**src/afm_pkg.sv**
```systemverilog
// Shared constants for the actuator feedback monitor.
package afm_pkg;

	// ----------------------------------------------------------------
	// Register map, byte addresses
	// ----------------------------------------------------------------
	localparam logic [3:0] REG_CTRL    = 4'h0;
	localparam logic [3:0] REG_TIMEOUT = 4'h4;
	localparam logic [3:0] REG_STATUS  = 4'h8;
	localparam logic [3:0] REG_DIAG    = 4'hC;

	// ----------------------------------------------------------------
	// Field positions
	// ----------------------------------------------------------------
	localparam int CTRL_ACTIVATE_BIT = 0;
	localparam int CTRL_INHIBIT_BIT  = 1;
	localparam int STAT_READY_BIT    = 0;
	localparam int STAT_ERROR_BIT    = 1;
	localparam int STAT_OUT_BIT      = 2;
	localparam int STAT_PROT_BIT     = 3;
	localparam int STAT_ACK_BIT      = 4;
	localparam int STAT_FB1_BIT      = 5;
	localparam int STAT_FB2_BIT      = 6;
	localparam int STAT_REQ_BIT      = 7;
	localparam int STAT_RST_BIT      = 8;

	// ----------------------------------------------------------------
	// Reset values and timing
	// ----------------------------------------------------------------
	localparam logic [1:0]  CTRL_RESET          = 2'h0;
	localparam int          TIMEOUT_DEFAULT_MS  = 0;
	localparam int          CLK_HZ              = 20000000;
	localparam int          TIMEOUT_DEFAULT_CYC = TIMEOUT_DEFAULT_MS * (CLK_HZ / 1000);

	// ----------------------------------------------------------------
	// Diagnostic codes
	// ----------------------------------------------------------------
	localparam logic [15:0] DIAG_IDLE       = 16'h0000;
	localparam logic [15:0] DIAG_STARTUP    = 16'h8401;
	localparam logic [15:0] DIAG_WAIT_EN    = 16'h8810;
	localparam logic [15:0] DIAG_ON         = 16'h8000;
	localparam logic [15:0] DIAG_RST_INHIB  = 16'hC001;
	localparam logic [15:0] DIAG_EN_BASE    = 16'hC000;
	localparam logic [15:0] DIAG_INIT_BASE  = 16'hC030;
	localparam logic [15:0] DIAG_SW_BASE    = 16'hC060;

	typedef enum logic [2:0] {
		ST_IDLE,
		ST_STARTUP,
		ST_WAIT_EN,
		ST_ON,
		ST_FB_ERR,
		ST_RST_ERR
	} afm_state_e;

endpackage : afm_pkg

```
**src/afm_monitor.sv**
```systemverilog
// Actuator feedback monitor with an Avalon-MM register slave.
//
// Operation
// Check both feedbacks unswitched before enabling
// Supervise switching within timeout after enabling
// Single combined feedback wired to both inputs
// Optional startup inhibit after activation
// Startup inhibit released by reset rising edge
// Any error forces safe output false
// Feedback error cleared only by reset edge
// Reset-misuse error cleared by reset low
// Error on static reset, bad feedback, shorted inputs
// Static reset in startup wait gives C001
// First-feedback errors escalate to C011/C041
// Second-feedback errors escalate to C021/C051
// Both-feedback errors escalate to C031/C061
// Switching errors with static reset escalate
// Reset errors: ready, error set; others cleared
// First feedback false at request: C010
// Second false gives C020; both C030
// Feedback false past timeout: C040/C050/C060
// Feedback true after timeout when on: C070..C090
// Feedback true initial, false switched
// Output only with request, no inhibit, no error
// Timeout counter restarts on request change
`timescale 1ns/1ps
module afm_monitor #(
	parameter int TMR_W = 32
) (
	// Clock, reset and clock enable
	input  wire logic        clk,
	input  wire logic        nrst,
	input  wire logic        clkEn,
	// Avalon-MM slave
	input  wire logic [3:0]  avsAddress,
	input  wire logic        avsRead,
	input  wire logic        avsWrite,
	input  wire logic [31:0] avsWriteData,
	input  wire logic [3:0]  avsByteEnable,
	output logic      [31:0] avsReadData,
	output logic             avsWaitrequest,
	// Pin inputs
	input  wire logic        outputRequest,
	input  wire logic        resetInput,
	input  wire logic        firstActuatorFeedback,
	input  wire logic        secondActuatorFeedback,
	// Pin outputs
	output logic             safeActuatorOutput,
	output logic             ready,
	output logic             error,
	output logic             protectiveRequestFlag,
	output logic             acknowledgeNeeded,
	output logic [15:0]      diagnosticCode
);

	initial
	begin
		if (TMR_W < 8 || TMR_W > 32)
			$error("afm_monitor: TMR_W must lie between 8 and 32");
	end

	// ----------------------------------------------------------------
	// Helpers
	// ----------------------------------------------------------------
	// Adds 0x10, 0x20 or 0x30 to a base code by which inputs are bad.
	function automatic logic [15:0] fbCode(input logic [15:0] base,
		input logic bad1, input logic bad2);
		logic [15:0] step;
		step = (bad1 && bad2) ? 16'h0030 : (bad2 ? 16'h0020 : 16'h0010);
		return base + step;
	endfunction : fbCode

	// ----------------------------------------------------------------
	// Input synchronisation
	// ----------------------------------------------------------------
	logic [3:0] pinSync;
	logic       reqIn;
	logic       rstIn;
	logic       fb1In;
	logic       fb2In;

	afm_sync #(.W(4)) uSync (
		.clk  (clk),
		.nrst (nrst),
		.clkEn(clkEn),
		.din  ({secondActuatorFeedback, firstActuatorFeedback, resetInput, outputRequest}),
		.dout (pinSync)
	);

	assign reqIn = pinSync[0];
	assign rstIn = pinSync[1];
	assign fb1In = pinSync[2];
	assign fb2In = pinSync[3];

	// ----------------------------------------------------------------
	// Register slave
	// ----------------------------------------------------------------
	logic [1:0]       ctrl_r;
	logic [1:0]       ctrl_nxt;
	logic [TMR_W-1:0] timeout_r;
	logic [TMR_W-1:0] timeout_nxt;
	logic [31:0]      readData_nxt;
	logic             waitReq_nxt;
	logic             request;
	logic [31:0]      statusWord;
	logic [31:0]      timeoutWord;

	assign request     = avsRead || avsWrite;
	assign timeoutWord = 32'(timeout_r);

	always_comb
	begin
		statusWord = 32'h0000_0000;
		statusWord[afm_pkg::STAT_READY_BIT] = ready;
		statusWord[afm_pkg::STAT_ERROR_BIT] = error;
		statusWord[afm_pkg::STAT_OUT_BIT]   = safeActuatorOutput;
		statusWord[afm_pkg::STAT_PROT_BIT]  = protectiveRequestFlag;
		statusWord[afm_pkg::STAT_ACK_BIT]   = acknowledgeNeeded;
		statusWord[afm_pkg::STAT_FB1_BIT]   = fb1In;
		statusWord[afm_pkg::STAT_FB2_BIT]   = fb2In;
		statusWord[afm_pkg::STAT_REQ_BIT]   = reqIn;
		statusWord[afm_pkg::STAT_RST_BIT]   = rstIn;
	end

	// Every access waits exactly one cycle; writes land on the edge at
	// which waitrequest is seen low, the only edge the master counts.
	always_comb
	begin
		ctrl_nxt     = ctrl_r;
		timeout_nxt  = timeout_r;
		readData_nxt = avsReadData;
		waitReq_nxt  = !(request && avsWaitrequest);
		if (avsRead && avsWaitrequest)
		begin
			unique case (avsAddress)
				afm_pkg::REG_CTRL:    readData_nxt = {30'h0000_0000, ctrl_r};
				afm_pkg::REG_TIMEOUT: readData_nxt = timeoutWord;
				afm_pkg::REG_STATUS:  readData_nxt = statusWord;
				afm_pkg::REG_DIAG:    readData_nxt = {16'h0000, diagnosticCode};
				default:              readData_nxt = 32'h0000_0000;
			endcase
		end
		if (avsWrite && !avsWaitrequest)
		begin
			if (avsAddress == afm_pkg::REG_CTRL && avsByteEnable[0])
				ctrl_nxt = avsWriteData[1:0];
			if (avsAddress == afm_pkg::REG_TIMEOUT)
			begin
				for (int b = 0; b < 4; b++)
					if (avsByteEnable[b])
						for (int k = 0; k < 8; k++)
							if (b * 8 + k < TMR_W)
								timeout_nxt[b * 8 + k] = avsWriteData[b * 8 + k];
			end
		end
	end

	always_ff @(posedge clk)
	begin
		if (!nrst)
		begin
			ctrl_r         <= afm_pkg::CTRL_RESET;
			timeout_r      <= TMR_W'(afm_pkg::TIMEOUT_DEFAULT_CYC);
			avsReadData    <= 32'h0000_0000;
			avsWaitrequest <= 1'b1;
		end
		else if (clkEn)
		begin
			ctrl_r         <= ctrl_nxt;
			timeout_r      <= timeout_nxt;
			avsReadData    <= readData_nxt;
			avsWaitrequest <= waitReq_nxt;
		end
	end

	// ----------------------------------------------------------------
	// Supervision state machine
	// ----------------------------------------------------------------
	afm_pkg::afm_state_e state_r;
	afm_pkg::afm_state_e state_nxt;
	logic [15:0]      diag_nxt;
	logic [TMR_W-1:0] timer_r;
	logic [TMR_W-1:0] timer_nxt;
	logic [3:0]       prev_r;
	logic             elapsed;
	logic             rstRise;
	logic             reqRise;
	logic             fb1Rise;
	logic             fb2Rise;
	logic             coincide;
	logic             timerClr;
	logic             activate;
	logic             inhibitEn;
	logic [3:0]       errGroup;

	assign activate  = ctrl_r[afm_pkg::CTRL_ACTIVATE_BIT];
	assign inhibitEn = ctrl_r[afm_pkg::CTRL_INHIBIT_BIT];
	assign reqRise   = reqIn && !prev_r[0];
	assign rstRise   = rstIn && !prev_r[1];
	assign fb1Rise   = fb1In && !prev_r[2];
	assign fb2Rise   = fb2In && !prev_r[3];
	assign elapsed   = timer_r >= timeout_r;
	assign errGroup  = diagnosticCode[7:4];

	// A reset edge that coincides with the feedback edge of the faulty
	// input points at a wiring slip, not an operator acknowledge.
	always_comb
	begin
		unique case (errGroup)
			4'h1, 4'h4: coincide = fb1Rise;
			4'h2, 4'h5: coincide = fb2Rise;
			4'h3, 4'h6: coincide = fb1Rise && fb2Rise;
			default:    coincide = 1'b0;
		endcase
	end

	always_comb
	begin
		state_nxt = state_r;
		diag_nxt  = diagnosticCode;
		unique case (state_r)
			afm_pkg::ST_IDLE:
				if (activate)
				begin
					state_nxt = inhibitEn ? afm_pkg::ST_STARTUP : afm_pkg::ST_WAIT_EN;
					diag_nxt  = inhibitEn ? afm_pkg::DIAG_STARTUP : afm_pkg::DIAG_WAIT_EN;
				end
			afm_pkg::ST_STARTUP:
				if (rstRise)
				begin
					state_nxt = afm_pkg::ST_WAIT_EN;
					diag_nxt  = afm_pkg::DIAG_WAIT_EN;
				end
				else if (rstIn)
				begin
					state_nxt = afm_pkg::ST_RST_ERR;
					diag_nxt  = afm_pkg::DIAG_RST_INHIB;
				end
			afm_pkg::ST_WAIT_EN:
				if (reqRise && rstRise)
				begin
					state_nxt = afm_pkg::ST_RST_ERR;
					diag_nxt  = afm_pkg::DIAG_RST_INHIB;
				end
				else if (reqRise && !(fb1In && fb2In))
				begin
					state_nxt = afm_pkg::ST_FB_ERR;
					diag_nxt  = fbCode(afm_pkg::DIAG_EN_BASE, !fb1In, !fb2In);
				end
				else if (reqRise)
				begin
					state_nxt = afm_pkg::ST_ON;
					diag_nxt  = afm_pkg::DIAG_ON;
				end
				else if (!(fb1In && fb2In) && elapsed)
				begin
					state_nxt = afm_pkg::ST_FB_ERR;
					diag_nxt  = fbCode(afm_pkg::DIAG_INIT_BASE, !fb1In, !fb2In);
				end
			afm_pkg::ST_ON:
				if (!reqIn)
				begin
					state_nxt = afm_pkg::ST_WAIT_EN;
					diag_nxt  = afm_pkg::DIAG_WAIT_EN;
				end
				else if ((fb1In || fb2In) && elapsed)
				begin
					state_nxt = afm_pkg::ST_FB_ERR;
					diag_nxt  = fbCode(afm_pkg::DIAG_SW_BASE, fb1In, fb2In);
				end
			afm_pkg::ST_FB_ERR:
				if ((rstRise && coincide) || (rstIn && !rstRise))
				begin
					state_nxt = afm_pkg::ST_RST_ERR;
					diag_nxt  = diagnosticCode | 16'h0001;
				end
				else if (rstRise)
				begin
					state_nxt = afm_pkg::ST_WAIT_EN;
					diag_nxt  = afm_pkg::DIAG_WAIT_EN;
				end
			afm_pkg::ST_RST_ERR:
				if (!rstIn)
				begin
					// Returning to the underlying fault keeps the edge
					// acknowledge mandatory after a misuse.
					if (diagnosticCode == afm_pkg::DIAG_RST_INHIB)
					begin
						state_nxt = afm_pkg::ST_STARTUP;
						diag_nxt  = afm_pkg::DIAG_STARTUP;
					end
					else
					begin
						state_nxt = afm_pkg::ST_FB_ERR;
						diag_nxt  = diagnosticCode & 16'hFFFE;
					end
				end
			default:
			begin
				state_nxt = afm_pkg::ST_IDLE;
				diag_nxt  = afm_pkg::DIAG_IDLE;
			end
		endcase
		if (!activate)
		begin
			state_nxt = afm_pkg::ST_IDLE;
			diag_nxt  = afm_pkg::DIAG_IDLE;
		end
	end

	// The timer measures how long the current bad condition has lasted.
	always_comb
	begin
		timerClr = (state_nxt != state_r) || (reqIn != prev_r[0]);
		if (state_r == afm_pkg::ST_WAIT_EN && fb1In && fb2In)
			timerClr = 1'b1;
		if (state_r == afm_pkg::ST_ON && !fb1In && !fb2In)
			timerClr = 1'b1;
		if (timerClr)
			timer_nxt = '0;
		else if (elapsed)
			timer_nxt = timer_r;
		else
			timer_nxt = timer_r + TMR_W'(1);
	end

	always_ff @(posedge clk)
	begin
		if (!nrst)
		begin
			state_r               <= afm_pkg::ST_IDLE;
			diagnosticCode        <= afm_pkg::DIAG_IDLE;
			timer_r               <= '0;
			prev_r                <= 4'h0;
			safeActuatorOutput    <= 1'b0;
			ready                 <= 1'b0;
			error                 <= 1'b0;
			protectiveRequestFlag <= 1'b0;
			acknowledgeNeeded     <= 1'b0;
		end
		else if (clkEn)
		begin
			state_r               <= state_nxt;
			diagnosticCode        <= diag_nxt;
			timer_r               <= timer_nxt;
			prev_r                <= pinSync;
			safeActuatorOutput    <= (state_nxt == afm_pkg::ST_ON) && reqIn;
			ready                 <= state_nxt != afm_pkg::ST_IDLE;
			error                 <= (state_nxt == afm_pkg::ST_FB_ERR)
				|| (state_nxt == afm_pkg::ST_RST_ERR);
			protectiveRequestFlag <= (state_nxt == afm_pkg::ST_STARTUP)
				|| (state_nxt == afm_pkg::ST_WAIT_EN);
			acknowledgeNeeded     <= (state_nxt == afm_pkg::ST_STARTUP)
				|| ((state_nxt == afm_pkg::ST_FB_ERR) && !rstIn);
		end
	end

endmodule : afm_monitor

```
**src/afm_sync.sv**
```systemverilog
// Three-stage input synchroniser with an agreement filter.
`timescale 1ns/1ps
module afm_sync #(
	parameter int W = 4
) (
	// Clock and reset
	input  wire logic         clk,
	input  wire logic         nrst,
	input  wire logic         clkEn,
	// Data
	input  wire logic [W-1:0] din,
	output logic      [W-1:0] dout
);

	initial
	begin
		if (W < 1)
			$error("afm_sync: width must be at least one");
	end

	logic [W-1:0] s1_r;
	logic [W-1:0] s2_r;
	logic [W-1:0] s3_r;
	logic [W-1:0] dout_nxt;

	// A bit moves on only when the last two stages agree, so one late
	// sample cannot produce a single-cycle glitch downstream.
	always_comb
	begin
		for (int i = 0; i < W; i++)
			dout_nxt[i] = (s2_r[i] == s3_r[i]) ? s3_r[i] : dout[i];
	end

	always_ff @(posedge clk)
	begin
		if (!nrst)
		begin
			s1_r <= '0;
			s2_r <= '0;
			s3_r <= '0;
			dout <= '0;
		end
		else if (clkEn)
		begin
			s1_r <= din;
			s2_r <= s1_r;
			s3_r <= s2_r;
			dout <= dout_nxt;
		end
	end

endmodule : afm_sync

```
**config.mk**
```make
export PLATFORM = sky130hd
export DESIGN_NAME = afm_monitor
export DESIGN_NICKNAME = d
export VERILOG_FILES = /design/src/afm_pkg.sv /design/src/afm_monitor.sv /design/src/afm_sync.sv
export SDC_FILE = /design/constraint.sdc
export NUM_CORES = 1
export LEC_CHECK = 0
export ABC_AREA = 0
export BUFFER_PORTS_ARGS = -buffer_cell sky130_fd_sc_hd__buf_4
export CAP_MARGIN = 20
export CORE_UTILIZATION = 50
export DETAILED_ROUTE_END_ITERATION = 6
export PLACE_DENSITY_LB_ADDON = 0.2
export SYNTH_ARGS = -nofsm -noshare
export SYNTH_HDL_FRONTEND = slang
export SYNTH_HIERARCHICAL = 1
export SYNTH_SLANG_ARGS = --single-unit
```
**constraint.sdc**
```tcl
create_clock -name clk -period 3.87 [get_ports clk]
set_clock_uncertainty 0.15 [all_clocks]
set_input_delay 0.387 -clock clk [delete_from_list [all_inputs] [get_ports clk]]
set_output_delay 0.387 -clock clk [all_outputs]
set_load 0.05 [all_outputs]
```
==> reports/qor.yml <==
synth:
  postSynthCellCount: 892
  synth_ff_type: "dfxtp_1"
  ys_seq_area_frac: 0.3514
  avgSynthCellArea_um2: 8.685
  async_reset_ff_frac: 0
  yosysWarnings: 6
  synth.distinct_cells: 80
  synth_edf_count: 0
  synth_top_cell_area_share: 0.3514
  ys_top_cells_by_count: "dfxtp_1 (136), nor2b_1 (82), mux2i_1 (69)"
  synth_most_common_cell: "dfxtp_1"
  synth_area_leaders: "dfxtp_1 (35%), mux2i_1 (8.9%), nor2b_1 (6.6%)"
  synth-seq-cells: 136
  synth_area_mm2: 0.007747
  synth_area_leader_cell: "dfxtp_1"
clock_network:
  cts_hold_buf: 0
  post_cts_resized: 0
  cts_tree: "yes"
  post-cts-setup-buffers: 0
  cts-buffers-inserted: 17
  cts_root_buf: "clkbuf_16"
  clock_sinks: 136
  htreeDepth: 4
  path_clk_slew_ns: 0.06
  cts_max_path_buffers: 2
  clk-insertion-delay-late_ns: 0.43
worst_setup_path:
  reg2regPathDepth: 12
  max_stage_delay_ns: 0.35
  end_kind: "flop"
  worstPathArrival_ns: 3.70
  critPathMaxFanout: 48
  worstSetupStartpointType: "flop"
  required_ns: 4.09
  path_cells: "inv_1, ha_1, and2_0, a221o_1, a22oi_1, o211ai_1, buf_4, o31a_1, a211oi_4, buf_12, and3_1, a22o_1"
  rr_startpoint: "timeoutWord[19]"
  r2r_end: "timer_r[3]"
  r2r_slack_ns: 0.38
  startpoint: "timeoutWord[19]"
  slowest_stage: "dfxtp_1"
  critPathCapture: "timer_r[3]"
  crit_type: "flop to flop"
drt:
  wl_um: 20590
  drt_iter0_markers: 712
  ant_nets: 0
  routedWlPerCell_um: 17.39
  viasPerCell: 5.840
  first_pass_iters: 5
  remaining_drc_errors: 0
  vias: 6914
final_layout:
  area_growth_pct: 19.22
  final_cells: 1184
  antenna_cells_inserted: 0
  utilization: 0.6098
  finalNetCount: 1066
  layout-drive-gt1-share: 0.1998
  fill_cells: 1319
timing:
  rsz0062_at_grt: "false"
  fin_crit_sh: 0.9013
  finalSetupTns_ns: 0
  min_period_ns: 3.488
  worstMarginPinSlew_ns: 0.9436
  max_freq_mhz: 286.7
  hold_slack_ns: 0.05339
  setup_viol: 0
  relSlewSlack: 0.3686
  layout_setup_ws_ns: 0.3821
  drv_slew: 0
  finalHoldViolCount: 0
die:
  die_y_um: 126.5
  die_area_mm2: 0.01600
  io-pin-count: 103
  rows: 45
  initial_core_util: 0.5115
  core_area_mm2: 0.01515
  die_w_um: 126.5
global_routing:
  antenna_found_initial: 0
  overflow: 0
  grt_start_max_net_pins: 95
  grt_pass1_vias: 6372
  grt_util_all_layers: 0.2662
  grt_pass1_wl_um: 33930
status:
  status: "complete, no violations"
placed_design:
  hpwl_um: 14710
  place_inst: 1152
  io_buffers: 95
  post-place-ws_ns: 0.4064
  gp_congestion: 0.9438
pwr:
  leakagePower_uw: 0.003724
  power_density_mw_per_mm2: 351.6
  ir_drop_v: 0.0002809
run:
  cap_violations: 0
worst_hold_path:
  hold_path_class: "input port to flop"
==> per-layer routing <==
| metal | GRT usage | wire [um] | up-vias |
|---|---|---|---|
| met5 | 0 | 0 | - |
| met4 | 0.09213 | 318 | 0 |
| met3 | 0.04133 | 1268 | 25 |
| met2 | 0.3812 | 8541 | 272 |
| met1 | 0.4009 | 10460 | 3223 |
| li1 | - | - | 3394 |
==> registers in the layout, summed over array words and instances (netlist names), 4 cells and up <==
signal          cells
avsReadData        32
timeoutWord        32
timer_r            32
diagnosticCode      9
prev_r              4
uSync/dout          4
uSync/s1_r          4
uSync/s2_r          4
uSync/s3_r          4
==> worst max-delay path: cells and delay by family, from the launching register on <==
| family | cells | cell delay (ns) |
|---|---|---|
| buffers and inverters | 3 | 0.60 |
| AO/OA/AOI/OAI | 6 | 1.49 |
| AND/OR/NAND/NOR | 2 | 0.51 |
| adder cells (fa/ha/maj) | 1 | 0.31 |
| flip-flops | 1 | 0.35 |
==> report_power, final <==
part	internal [uW]	switching, uW
clock network	911	692
logic	96.7	133
registers	1410	7.77
total	2420	832
==> metrics by stage <==
stage,cell area (um2),total power [uW]
finish,9236,3248
global route,9236,3350
CTS,9236,3271
detailed placement,8655,1674
global placement,8655,1674
floorplan,7770,1602
==> worst min path at each step <==
stage / from / depth (start not counted) / end
after global routing: firstActuatorFeedback / 3 / uSync/s1_r[2]
after CTS: resetInput / 3 / uSync/s1_r[1]
after floorplan: timer_r[11] / 1 / timer_r[11]
after detailed placement: uSync/s3_r[2] / 2 / uSync/dout[2]
final: resetInput / 3 / uSync/s1_r[1]
after global placement: uSync/s3_r[3] / 2 / uSync/dout[3]
==> logic make-up (layout without fill, tap and decap cells) <==
| group | Yosys count | after routing | share of synthesized area |
|---|---|---|---|
| other | 1 | 7 | 0.0004840 |
| xor gates and xnor gates | 2 | 2 | 0.002261 |
| buffers and inverters | 119 | 217 | 0.06928 |
| muxes | 74 | 74 | 0.09787 |
| and+or+nand+nor | 328 | 328 | 0.2368 |
| AOI/OAI and AO/OA | 198 | 198 | 0.1870 |
| DFF | 136 | 136 | 0.3514 |
| adders and majority gates | 34 | 34 | 0.05491 |
==> layout make-up <==
cell class	count	area (um2)	share of cell area
flip-flops and latches	136	2723	0.2948
clock inverters	15	156.4	0.01693
clock buffers	17	425.4	0.04606
inverters	60	225.2	0.02438
well taps	188	235.2	0.02547
repair buffers	125	950.9	0.1030
multi-input cells	643	4521	0.4894
==> placed cells by master, fill, tap and decap left out, types with 34 or more instances in the layout <==
cell type,count
a21oi_1,35
buf_4,124
dfxtp_1,136
ha_1,34
inv_1,58
mux2i_1,69
nand2_1,64
nand3_1,34
nor2_1,49
nor2b_1,81
Note: power is estimated with default switching activity, not from simulation.
